File: src/include/evmon_pkg.sv
package evmon_pkg;
  localparam int NUM_SLOTS = 8;
  localparam int SLOT_W = 3;
  localparam int QUEUE_DEPTH = 4;
  localparam int QPTR_W = 2;
  localparam int NUM_EVENTS = 7;

  localparam logic [15:0] CMD_SET_ASSOC = 16'h8C00;
  localparam logic [15:0] CMD_GET_ASSOC = 16'h8C01;

  // byte lanes of the 32-bit parameter word
  localparam int BYTE_SLOT = 0;
  localparam int BYTE_FLAG = 1;
  localparam int BYTE_SEQ = 2;
  localparam int BYTE_EVENT = 3;

  localparam logic [7:0] EVENT_LAST = 8'h06;

  localparam logic [3:0] ADDR_COMMAND = 4'h0;
  localparam logic [3:0] ADDR_PARAM = 4'h1;
  localparam logic [3:0] ADDR_RESULT = 4'h2;
  localparam logic [3:0] ADDR_RESPONSE = 4'h3;
  localparam logic [3:0] ADDR_IRQ_STATUS = 4'h4;
  localparam logic [3:0] ADDR_IRQ_ENABLE = 4'h5;
  localparam logic [3:0] ADDR_IRQ_CLEAR = 4'h6;
  localparam logic [3:0] ADDR_ENGINE = 4'h7;

  localparam int IRQ_BITS = 3;
  localparam int IRQ_DONE = 0;
  localparam int IRQ_DROP = 1;
  localparam int IRQ_START = 2;

  typedef enum logic [2:0]
  {
    STATUS_OK = 3'b000,
    STATUS_INVALID_ARGUMENT = 3'b001,
    STATUS_NO_ENTRY = 3'b010,
    STATUS_SLOT_BUSY = 3'b011,
    STATUS_ALREADY_IN_USE = 3'b100,
    STATUS_OUT_OF_RANGE = 3'b101,
    STATUS_UNKNOWN_COMMAND = 3'b110
  } status_t;

  typedef struct packed
  {
    logic used;
    logic enabled;
    logic [7:0] seq_id;
    logic [7:0] system_event_code;
  } assoc_t;

  typedef struct packed
  {
    logic [3:0] addr;
    logic [31:0] wdata;
    logic wr;
    logic rd;
  } bus_req_t;

  typedef enum logic [1:0]
  {
    ENG_IDLE = 2'b00,
    ENG_SCAN = 2'b01,
    ENG_WAIT = 2'b10
  } eng_state_t;
endpackage

File: src/hdl/event_sequence_association.sv
`timescale 1ns/1ps
`default_nettype none
// Functional notes
// enabled association on event starts its sequence
// all matching slots run, ascending from zero
// events during handling wait in queue
// queue drains in order; full drops events
// event code eight bits, values 0..6
// code 0x8C00 is set association
// code 0x8C01 reads back a slot
// set bytes: slot, enable, sequence, event
// disable of empty slot gives no-entry
// disabled slot still running gives busy
// enable of occupied slot gives already-in-use
// sequence identifier accepted without checks
// table updated before result is reported
// get carries slot index at byte zero
// get response: slot, enable, sequence, event
// bad slot invalid-argument, bad event out-of-range
module event_sequence_association
  import evmon_pkg::*;
(
  input wire logic clk_i,
  input wire logic rst_n_i,
  input wire logic [3:0] addr_i,
  input wire logic [31:0] wdata_i,
  input wire logic wr_i,
  input wire logic rd_i,
  output logic [31:0] rdata_o,
  input wire logic event_valid_i,
  input wire logic [7:0] event_code_i,
  output logic seq_start_o,
  output logic [7:0] seq_id_o,
  input wire logic seq_done_i,
  output logic irq_o
);
  bus_req_t bus;
  assign bus = '{addr: addr_i, wdata: wdata_i, wr: wr_i, rd: rd_i};

  assoc_t table_reg [NUM_SLOTS];
  logic [31:0] param_reg;
  status_t result_reg;
  logic [31:0] response_reg;
  logic [IRQ_BITS-1:0] irq_status_reg;
  logic [IRQ_BITS-1:0] irq_enable_reg;
  logic [7:0] queue_reg [QUEUE_DEPTH];
  logic [QPTR_W-1:0] qrd_reg;
  logic [QPTR_W-1:0] qwr_reg;
  logic [QPTR_W:0] qcount_reg;
  eng_state_t state_reg;
  logic [7:0] cur_event_reg;
  logic [SLOT_W:0] scan_reg;
  logic [SLOT_W-1:0] run_slot_reg;

  function automatic logic [7:0] param_byte(input logic [31:0] w, input int idx);
    param_byte = w[idx*8 +: 8];
  endfunction

  // command decode against the parameter word
  logic cmd_set;
  logic cmd_get;
  logic [7:0] p_slot;
  logic p_enable;
  logic [7:0] p_event;
  logic [SLOT_W-1:0] slot_idx;
  logic slot_running;
  status_t set_status;
  assign cmd_set = bus.wr && bus.addr == ADDR_COMMAND && bus.wdata[15:0] == CMD_SET_ASSOC;
  assign cmd_get = bus.wr && bus.addr == ADDR_COMMAND && bus.wdata[15:0] == CMD_GET_ASSOC;
  assign p_slot = param_byte(param_reg, BYTE_SLOT);
  assign p_enable = param_byte(param_reg, BYTE_FLAG) != 8'h00;
  assign p_event = param_byte(param_reg, BYTE_EVENT);
  assign slot_idx = p_slot[SLOT_W-1:0];
  assign slot_running = state_reg == ENG_WAIT && run_slot_reg == slot_idx;

  always_comb
  begin
    if (p_slot >= 8'(NUM_SLOTS))
      set_status = STATUS_INVALID_ARGUMENT;
    else if (p_enable && p_event > EVENT_LAST)
      set_status = STATUS_OUT_OF_RANGE;
    else if (slot_running && !table_reg[slot_idx].enabled)
      set_status = STATUS_SLOT_BUSY;
    else if (!p_enable && !table_reg[slot_idx].used)
      set_status = STATUS_NO_ENTRY;
    else if (p_enable && table_reg[slot_idx].used)
      set_status = STATUS_ALREADY_IN_USE;
    else
      set_status = STATUS_OK;
  end

  // table writes land in the same edge as the result, so a read sees both
  always_ff @(posedge clk_i or negedge rst_n_i)
  begin
    if (!rst_n_i)
    begin
      for (int i = 0; i < NUM_SLOTS; i++)
        table_reg[i] <= '0;
    end
    else if (cmd_set && set_status == STATUS_OK)
    begin
      if (p_enable)
      begin
        // sequence id stored as given
        table_reg[slot_idx] <= '{used: 1'b1, enabled: 1'b1,
          seq_id: param_byte(param_reg, BYTE_SEQ), system_event_code: p_event};
      end
      else
      begin
        table_reg[slot_idx] <= '0;
      end
    end
  end

  always_ff @(posedge clk_i or negedge rst_n_i)
  begin
    if (!rst_n_i)
      param_reg <= '0;
    else if (bus.wr && bus.addr == ADDR_PARAM)
      param_reg <= bus.wdata;
  end

  always_ff @(posedge clk_i or negedge rst_n_i)
  begin
    if (!rst_n_i)
    begin
      result_reg <= STATUS_OK;
      response_reg <= '0;
    end
    else if (cmd_set)
    begin
      result_reg <= set_status;
    end
    else if (cmd_get)
    begin
      if (p_slot >= 8'(NUM_SLOTS))
      begin
        result_reg <= STATUS_INVALID_ARGUMENT;
        response_reg <= '0;
      end
      else
      begin
        result_reg <= STATUS_OK;
        response_reg <= {table_reg[slot_idx].system_event_code, table_reg[slot_idx].seq_id,
          7'h00, table_reg[slot_idx].enabled, p_slot};
      end
    end
    else if (bus.wr && bus.addr == ADDR_COMMAND)
    begin
      result_reg <= STATUS_UNKNOWN_COMMAND;
    end
  end

  // pending-event queue
  logic q_full;
  logic q_empty;
  logic ev_in;
  logic push;
  logic pop;
  assign q_full = qcount_reg == (QPTR_W+1)'(QUEUE_DEPTH);
  assign q_empty = qcount_reg == '0;
  assign ev_in = event_valid_i && event_code_i <= EVENT_LAST;
  assign push = ev_in && !q_full;
  assign pop = state_reg == ENG_IDLE && !q_empty;

  always_ff @(posedge clk_i or negedge rst_n_i)
  begin
    if (!rst_n_i)
    begin
      qrd_reg <= '0;
      qwr_reg <= '0;
      qcount_reg <= '0;
      for (int i = 0; i < QUEUE_DEPTH; i++)
        queue_reg[i] <= '0;
    end
    else
    begin
      if (push)
      begin
        queue_reg[qwr_reg] <= event_code_i;
        qwr_reg <= qwr_reg + 1'b1;
      end
      if (pop)
        qrd_reg <= qrd_reg + 1'b1;
      if (push && !pop)
        qcount_reg <= qcount_reg + 1'b1;
      else if (pop && !push)
        qcount_reg <= qcount_reg - 1'b1;
    end
  end

  // dispatch engine: one slot per cycle, waits for each sequence to finish
  logic hit;
  assign hit = scan_reg < (SLOT_W+1)'(NUM_SLOTS)
    && table_reg[scan_reg[SLOT_W-1:0]].enabled
    && table_reg[scan_reg[SLOT_W-1:0]].system_event_code == cur_event_reg;

  always_ff @(posedge clk_i or negedge rst_n_i)
  begin
    if (!rst_n_i)
    begin
      state_reg <= ENG_IDLE;
      cur_event_reg <= '0;
      scan_reg <= '0;
      run_slot_reg <= '0;
      seq_start_o <= 1'b0;
      seq_id_o <= '0;
    end
    else
    begin
      seq_start_o <= 1'b0;
      case (state_reg)
        ENG_IDLE:
        begin
          if (pop)
          begin
            cur_event_reg <= queue_reg[qrd_reg];
            scan_reg <= '0;
            state_reg <= ENG_SCAN;
          end
        end
        ENG_SCAN:
        begin
          if (scan_reg >= (SLOT_W+1)'(NUM_SLOTS))
            state_reg <= ENG_IDLE;
          else if (hit)
          begin
            seq_start_o <= 1'b1;
            seq_id_o <= table_reg[scan_reg[SLOT_W-1:0]].seq_id;
            run_slot_reg <= scan_reg[SLOT_W-1:0];
            state_reg <= ENG_WAIT;
          end
          else
            scan_reg <= scan_reg + 1'b1;
        end
        ENG_WAIT:
        begin
          if (seq_done_i)
          begin
            scan_reg <= scan_reg + 1'b1;
            state_reg <= ENG_SCAN;
          end
        end
        default:
          state_reg <= ENG_IDLE;
      endcase
    end
  end

  // interrupts: set wins over a clear in the same cycle
  logic [IRQ_BITS-1:0] irq_set;
  logic [IRQ_BITS-1:0] irq_clr;
  always_comb
  begin
    irq_set = '0;
    irq_set[IRQ_DONE] = cmd_set || cmd_get;
    irq_set[IRQ_DROP] = ev_in && q_full;
    irq_set[IRQ_START] = state_reg == ENG_SCAN && hit;
    irq_clr = (bus.wr && bus.addr == ADDR_IRQ_CLEAR) ? bus.wdata[IRQ_BITS-1:0] : '0;
  end

  always_ff @(posedge clk_i or negedge rst_n_i)
  begin
    if (!rst_n_i)
      irq_status_reg <= '0;
    else
      irq_status_reg <= (irq_status_reg & ~irq_clr) | irq_set;
  end

  always_ff @(posedge clk_i or negedge rst_n_i)
  begin
    if (!rst_n_i)
      irq_enable_reg <= '0;
    else if (bus.wr && bus.addr == ADDR_IRQ_ENABLE)
      irq_enable_reg <= bus.wdata[IRQ_BITS-1:0];
  end

  assign irq_o = |(irq_status_reg & irq_enable_reg);

  always_ff @(posedge clk_i or negedge rst_n_i)
  begin
    if (!rst_n_i)
      rdata_o <= '0;
    else if (bus.rd)
    begin
      case (bus.addr)
        ADDR_PARAM: rdata_o <= param_reg;
        ADDR_RESULT: rdata_o <= {29'h0000_0000, result_reg};
        ADDR_RESPONSE: rdata_o <= response_reg;
        ADDR_IRQ_STATUS: rdata_o <= {29'h0000_0000, irq_status_reg};
        ADDR_IRQ_ENABLE: rdata_o <= {29'h0000_0000, irq_enable_reg};
        ADDR_ENGINE: rdata_o <= {16'h0000, cur_event_reg, 1'h0, qcount_reg, 2'h0, state_reg};
        default: rdata_o <= '0;
      endcase
    end
    else
      rdata_o <= '0;
  end
endmodule
`default_nettype wire

File: config.mk
export PLATFORM = sky130hd
export DESIGN_NAME = event_sequence_association
export DESIGN_NICKNAME = d
export VERILOG_FILES = /design/src/include/evmon_pkg.sv /design/src/hdl/event_sequence_association.sv
export SDC_FILE = /design/constraint.sdc
export NUM_CORES = 1
export LEC_CHECK = 0
export ABC_AREA = 1
export BUFFER_PORTS_ARGS = -buffer_cell sky130_fd_sc_hd__buf_2
export CAP_MARGIN = 5
export CORE_UTILIZATION = 50
export CTS_BUF_LIST = sky130_fd_sc_hd__clkbuf_16
export CTS_CLUSTER_DIAMETER = 50
export CTS_CLUSTER_SIZE = 10
export DETAILED_ROUTE_END_ITERATION = 12
export HOLD_SLACK_MARGIN = 0.06
export PLACE_DENSITY_LB_ADDON = 0.05
export SLEW_MARGIN = 20
export SYNTH_ARGS = -nofsm -noshare
export SYNTH_HDL_FRONTEND = slang
export SYNTH_SLANG_ARGS = --single-unit
export TNS_END_PERCENT = 30
File: constraint.sdc
create_clock -name clk_i -period 6 [get_ports clk_i]
set_clock_uncertainty 0.05 [all_clocks]
set_input_delay 1.2 -clock clk_i [delete_from_list [all_inputs] [get_ports clk_i]]
set_output_delay 1.2 -clock clk_i [all_outputs]
set_load 0.1 [all_outputs]
After elaboration in Yosys (flattened, before gate mapping):

Index checks and enable logic that the tools add are counted.
Widths: inputs -> output; s select.

* flip-flop bits (word level): 314
* bits of input ports: 50
* output and inout port bits: 42

* add/subtract/negate cells: 5
* order comparisons: 11
* equal/unequal tests: 19
* muxes and demuxes: 44
* bitwise logic cells: 12
* reduce and logical (&&, ||, !) cells: 45

Operators with widths (count)
* $pmux 32 s6: 1
* $and 144x144->144: 1
* $bwmux 144: 1
* $mux 144: 1
* $not 144->144: 1
* $bmux 18 s3: 2
* $mux 32: 2
* $demux 18 s3: 1
* $mux 18: 3
* $mux 17: 2
* $mux 3: 11
* $bwmux 32: 1
* $eq 16x16->1 const B: 2
* $mux 8: 3
* $logic_and 1x1->1: 23
* $bmux 8 s2: 1
* $demux 8 s2: 1
* $eq 4x3->1 const B: 4
* $mux 4: 4
* $ge 4x4->1 const B: 3
* $pmux 4 s3: 1
* $eq 4x2->1 const B: 2
* $eq 8x8->1: 1
* $ge 8x4->1 const B: 1
* other kinds (38): 63

Depth between registers and ports, before layout:

Gate-level depths: netlist of run 1.

* word-level depth: 12
* depth in mapped cells: 17
* mapped depth without buffers: 15

Worst setup path after synthesis of run 1:

OpenSTA, ideal clock, no wires.

* path type: input to register
* start: input port event_code_i[3]
* end: register qcount_reg[2]
* library setup time: 131 ps
* arrival: 2965 ps
* required time: 5819 ps
* setup slack: 2854 ps
* stages: 10
* buffers on the path: 0
* cells stage by stage: or2_2 > nor4_1 > nand2_1 > inv_1 > ha_1 > inv_1 > fa_1 > a21oi_1 > o21ai_0 > xor2_1

* longest elaborated chain between the ends: 6
* elaborated cells on any way between the ends: 8

Ends and longest elaborated chain
* from (decl): RTL line event_sequence_association.sv:31 `input wire logic [7:0] event_code_i,`
* $le 8x3->1 *: RTL line event_sequence_association.sv:162 `assign ev_in = event_valid_i && event_code_i <= EVENT_LAST;`
* $logic_and 1x1->1 *: RTL line event_sequence_association.sv:162
* $logic_and 1x1->1 *: RTL line event_sequence_association.sv:163 `assign push = ev_in && !q_full;`
* via push: RTL line event_sequence_association.sv:158 `logic push;`
* $logic_not 1->1: RTL line event_sequence_association.sv:187 `else if (pop && !push)`
* $logic_and 1x1->1: RTL line event_sequence_association.sv:187
* $reduce_bool 2->1 (no line)
* to (signal assigned): RTL line event_sequence_association.sv:186 `qcount_reg <= qcount_reg + 1'b1;`
* to (signal assigned): RTL line event_sequence_association.sv:188 `qcount_reg <= qcount_reg - 1'b1;`
* to (decl): RTL line event_sequence_association.sv:49 `logic [QPTR_W:0] qcount_reg;`

The timed path passes the listed nets; every way through them passes the cells marked *.
A chain may end at the register's enable or synchronous reset.

Final worst setup path of run 1:

* start: register param_reg[5]
* end: register table_reg[59] (netlist bit)

* longest elaborated chain between the ends: 4

Ends and longest elaborated chain
* from (decl): RTL line event_sequence_association.sv:41 `logic [31:0] param_reg;`
* from (signal assigned): RTL line event_sequence_association.sv:120 `param_reg <= bus.wdata;`
* $ge 8x4->1: RTL line event_sequence_association.sv:78 `if (p_slot >= 8'(NUM_SLOTS))`
* $mux 3: RTL line event_sequence_association.sv:78
* $logic_not 3->1: RTL line event_sequence_association.sv:100 `else if (cmd_set && set_status == STATUS_OK)`
* $logic_and 1x1->1: RTL line event_sequence_association.sv:100
* to (signal, indexed assignment): RTL line event_sequence_association.sv:105 `table_reg[slot_idx] <= '{used: 1'b1, enabled: 1'b1,`
* to (decl): RTL line event_sequence_association.sv:40 `assoc_t table_reg [NUM_SLOTS];`

No other way between the ends.

==> results.tsv, run 1 <==
metric	value	unit
synth_sequential_area_ratio	50.1	%
drtPass1Iterations	6	
ctsLongestPathBuffers	3	
clock_sinks	307	
portBuffers	91	
grt_pass1_vias	13000	
grt-ovfl-total	0	
arrival	4.28	ns
design.die.area	31400	sq um
gp_congestion	0.927	
crit_type	flop to flop	
cap_viol_max_count	0	
postRouteAntennaNets	0	
drc	0	
ff2ff_path_depth	13	
crit_fanout	17	
grt_usage	31.4	%
core_area	29900	sq um
cts_made_buffers	41	
p_per_area	400	nW/um^2
period_share	65.2	%
synth-edff-count	0	
reg2reg_to	table_reg[59]	
slew_headroom	33.1	%
wire_per_inst	19.7	microns
leakagePower	9.00	nW
post_cts_buffers	0	
fin_setup_tns	0	ns
async_reset_ff_share	100	%
slew_viol_final	0	
timing.final.ws_setup	2.09	ns
rrSetupSlack	2.09	ns
max-vdd-ir-drop	251	uV
antenna_found_initial	0	
ctsHoldBuffers	0	
yosysTopAreaCellShare	50.1	%
synth_largest_area_cell	dfrtp_1	
finalHoldViolCount	0	
synth_warnings	0	
whs_endpoint	queue_reg[22]	
clk_pin_slew	0.05	ns
cts_root_buf	clkbuf_16	
synthTopCellsByArea	dfrtp_1 (50%), nand2_1 (15%), inv_1 (6.3%)	
syn_avg_cell_area	7.76	sq um
grt_first_pass_wirelength	75200	microns
antenna_cells	0	
drt_iter0_drc	1617	
initial_core_util	51.4	%
dp_hpwl	32600	microns
final_common_cell	nand2_1	
wirelength	48000	microns
cts-resized-gates	0	
layout_common_cells	nand2_1 (618), dfrtp_1 (306), inv_1 (262), o21ai_0 (153), nand3_1 (142)	
holdPathStages	2	
synth_area	15300	sq um
min_period	3.91	ns
largest_reg_flops	144	
dpl_worst_slack	1.86	ns
crit-reg2reg-launch	param_reg[5]	
holdCritPathClass	flop to flop	
max_freq	0.256	GHz
critPathCaptureType	flop	
ys.flop_type	dfrtp_1	
rsz0062_at_grt	false	
tritoncts	yes	
fin_nets	2096	
startpoint_type	flop	
hp-start	queue_reg[22]	
io_pins	92	
yosysUniqueCellTypes	45	
crit_required	6.37	ns
num_vias	13900	
clock_latency	0.54	ns
fillerInstances	2754	
layout-drive-gt1-share	10.2	%
area_growth	13.1	%
synth_cells	1978	
via_per_inst	5.67	
tightest_slew	1.00	ns
setup_violations	0	
row_count	63	
ys_seq_elements	307	
die_h	177	microns
cts_max_level	2	
grt_max_degree	107	
status	finished, final reports clean	
die_x	177	microns
syn-num-nets	2039	
[worst max-delay path: stages (launching register included)]
cell,delay (ns)
dfrtp_1,0.39
nor3_1,0.19
nand2_1,0.46
inv_1,0.78
nand2_1,0.11
inv_1,0.14
nand4_1,0.12
nor2_2,0.17
nand2_4,0.26
nor2_1,0.59
buf_4,0.29
inv_1,0.10
nand2_1,0.07
inv_1,0.04
[how the worst max path moves through the flow]
stage / start / to / slack [ns] / depth (start not counted)
3_3_place_gp: addr_i[2] / param_reg[17] / 1.98 / 6
5_1_grt: param_reg[5] / table_reg[59] / 1.88 / 13
2_1_floorplan: event_code_i[3] / qcount_reg[2] / 2.85 / 10
4_1_cts: param_reg[5] / table_reg[59] / 2.16 / 13
6_report: param_reg[5] / table_reg[59] / 2.09 / 13
3_5_place_dp: addr_i[2] / param_reg[21] / 1.86 / 6
[synthesized netlist by cell type, types with 5 or more instances]
master / number
o211ai_1: 11
nor4_1: 8
nor3_1: 6
buf_4: 7
ha_1: 10
nor2_4: 9
mux2_2: 12
o21ai_0: 153
nand4_1: 45
o2111ai_1: 15
nor2_2: 6
o22ai_1: 43
dfrtp_1: 307
nor2_1: 90
inv_1: 258
a22oi_1: 6
xor2_1: 6
inv_2: 8
clkbuf_1: 61
buf_1: 6
a21oi_1: 77
clkinv_1: 5
nand2_1: 619
buf_2: 19
o21ai_1: 18
nand3_1: 142
[stage by stage]
stage	power (mW)	hold WS (ns)	area (sq um)	cells	utilization, %
after floorplan	3.85	0.381	15300	1978	-
after global placement	4.48	0.395	16000	2382	53.7
after detailed placement	4.50	0.400	16000	2382	53.7
after CTS	6.93	0.416	17400	2444	58.1
after global routing	7.28	0.426	17400	2444	58.1
final	6.93	0.411	17400	2444	58.1
[routing by layer]
metal,up-vias,global-route usage [%],part of all wire (%)
met1,6617,46.7,45
met3,106,7.26,10
met2,657,44.6,42
met4,0,10.9,2.9
met5,-,0,0
li1,6488,-,-
[cell type report]
| cell class | instances | area (sq um) | share of cell area, % |
|---|---|---|---|
| Timing Repair Buffer | 108 | 606 | 3.49 |
| Multi-Input combinational cell | 1306 | 6240 | 35.9 |
| Inverter | 271 | 1020 | 5.86 |
| Tap cell | 390 | 488 | 2.81 |
| Clock inverter | 19 | 245 | 1.41 |
| Clock buffer | 43 | 1080 | 6.20 |
| Sequential cell | 307 | 7680 | 44.3 |
[power breakdown]
group	internal, mW	switching [mW]	total, mW	leakage [nW]
combinational	0.537	1.49	2.02	4.43
sequential	2.23	0.257	2.49	3.91
clock	1.53	0.889	2.42	0.659
[kinds of logic after synthesis]
logic type | count (synthesis) | synth area share, %
adder cells (fa/ha/maj) | 11 | 0.946
AO/OA/AOI/OAI | 340 | 12.4
buffers and inverters | 365 | 9.33
AND/OR/NAND/NOR | 936 | 25.9
multiplexers | 12 | 0.881
flip-flops | 307 | 50.1
XOR/XNOR | 7 | 0.400
No activity file was read; power rests on OpenSTA's default activity.
==> run 2, diff against run 1 <==
==> constraint.sdc (replaced) <==
create_clock -name clk_i -period 3.58 [get_ports clk_i]
set_clock_uncertainty 0.05 [all_clocks]
set_input_delay 0.716 -clock clk_i [delete_from_list [all_inputs] [get_ports clk_i]]
set_output_delay 0.716 -clock clk_i [all_outputs]
set_load 0.1 [all_outputs]
==> results.tsv, run 2 (synthesized netlist as in run 1, its figures left out) <==
metric	value	unit
status	finished, final reports clean	
post_cts_buffers	0	
io_pins	92	
max-vdd-ir-drop	467	uV
grt_pass1_vias	12900	
antenna_found_initial	0	
dp_hpwl	33100	microns
layout.cells.non_filler	2471	
clk_pin_slew	0.06	ns
drc	0	
p_sw	4.40	mW
numPlacedInstances	2414	
design.die.area	31400	sq um
clock_sinks	307	
startpoint_type	flop	
arrival	3.38	ns
stdcell_area	17400	sq um
ctsLongestPathBuffers	3	
via_per_inst	5.70	
slew_headroom	32.8	%
critPathCaptureType	flop	
slew_viol_final	0	
antenna_cells	0	
postRouteAntennaNets	0	
ff2ff_path_depth	11	
power.total	11.2	mW
ctsHoldBuffers	0	
finalHoldViolCount	0	
clkPwrFrac	31.6	%
use_met3	6.40	%
clock_latency	0.52	ns
reg2reg_to	seq_id_o[1]	
core_area	29900	sq um
grt_usage	31.5	%
wirelength	48100	microns
wire_per_inst	19.5	microns
power.share.sequential	36.4	%
crit-reg2reg-launch	scan_reg[2]	
largest_reg_flops	144	
cts_made_buffers	39	
cts_max_level	2	
rrSetupSlack	0.55	ns
fin_nets	2126	
placed_cell_area	16300	sq um
period_share	84.6	%
layout-drive-gt1-share	11.1	%
grt_util_met2	45.4	%
rsz0062_at_grt	false	
portBuffers	91	
die_x	177	microns
fin_setup_tns	0	ns
final_common_cell	nand2_1	
die_h	177	microns
drtPass1Iterations	5	
p_sw_share	39.2	%
layout_common_cells	nand2_1 (618), dfrtp_1 (306), inv_1 (265), o21ai_0 (153), nand3_1 (142)	
grt_first_pass_wirelength	75500	microns
crit_required	3.93	ns
min_period	3.03	ns
grt_max_degree	99	
area_growth	13.5	%
p_int	6.82	mW
tritoncts	yes	
row_count	63	
initial_core_util	51.4	%
tightest_slew	1.00	ns
drt_iter0_drc	1517	
grt.busiest_layer	met1	
gp_congestion	0.941	
setup_violations	0	
max_freq	0.330	GHz
cts_root_buf	clkbuf_16	
cts-resized-gates	0	
num_vias	14100	
crit_fanout	13	
p_per_area	644	nW/um^2
gr-usage-met1	47.6	%
grt-ovfl-total	0	
crit_type	flop to flop	
leakagePower	9.08	nW
cap_viol_max_count	0	
holdCritPathClass	primary input to async pin	
pwr-share-comb	32.0	%
run 2: cell types whose count changed in the layout (fill, tap and decap cells not counted), sizes merged:
cell and change:
buf +32, bufinv -5, clkbuf -2, clkinvlp -1, inv +3
run 2: worst max-delay path: stages, from the launching register on:
cell,delay (ns)
dfrtp_1,0.37
clkinv_1,0.59
nand3_1,0.52
nand2_1,0.11
nand2_1,0.11
nand2_1,0.06
nor2_1,0.10
nand2_1,0.08
nor2_2,0.37
nand3_1,0.34
nand2_1,0.14
nand2_1,0.06
run 2: final cells by class:
type | count | area (sq um)
clock buffers | 41 | 1030
clock inverters | 16 | 93.8
fillers | 2849 | 12500
inverters | 271 | 1020
multi-input cells | 1306 | 6240
flip-flops and latches | 307 | 7680
well taps | 390 | 488
repair buffers | 140 | 871
run 2: power by group through the flow:
stage	clock [mW]	sequential [mW]	combinational, mW
4_1_cts	3.59	4.07	3.53
6_report	3.54	4.09	3.59
2_1_floorplan	0	4.28	2.17
5_1_grt	3.75	4.12	3.95
3_5_place_dp	0	4.13	3.51
3_3_place_gp	0	4.13	3.49
run 2: stage by stage:
stage	utilization, %	hold slack (ns)	setup slack [ns]
2_1_floorplan	-	0.370	0.918
3_3_place_gp	54.5	0.394	0.601
3_5_place_dp	54.5	0.399	0.555
4_1_cts	58.3	0.194	0.549
5_1_grt	58.3	0.202	0.315
6_report	58.3	0.135	0.553
run 2: metal layers:
metal	part of all wire [%]	vias up
met4	2.5	0
met5	0	-
met1	45	6748
met2	42	688
li1	-	6549
met3	11	92
run 2: worst max-delay path by stage:
| stage | start | endpoint | cells past startpoint |
|---|---|---|---|
| floorplan | event_code_i[3] | qcount_reg[2] | 10 |
| global placement | scan_reg[2] | seq_id_o[7] | 11 |
| detailed placement | event_code_i[3] | qcount_reg[2] | 11 |
| CTS | scan_reg[2] | seq_id_o[1] | 11 |
| global route | scan_reg[2] | seq_id_o[2] | 11 |
| finish | scan_reg[2] | seq_id_o[1] | 11 |
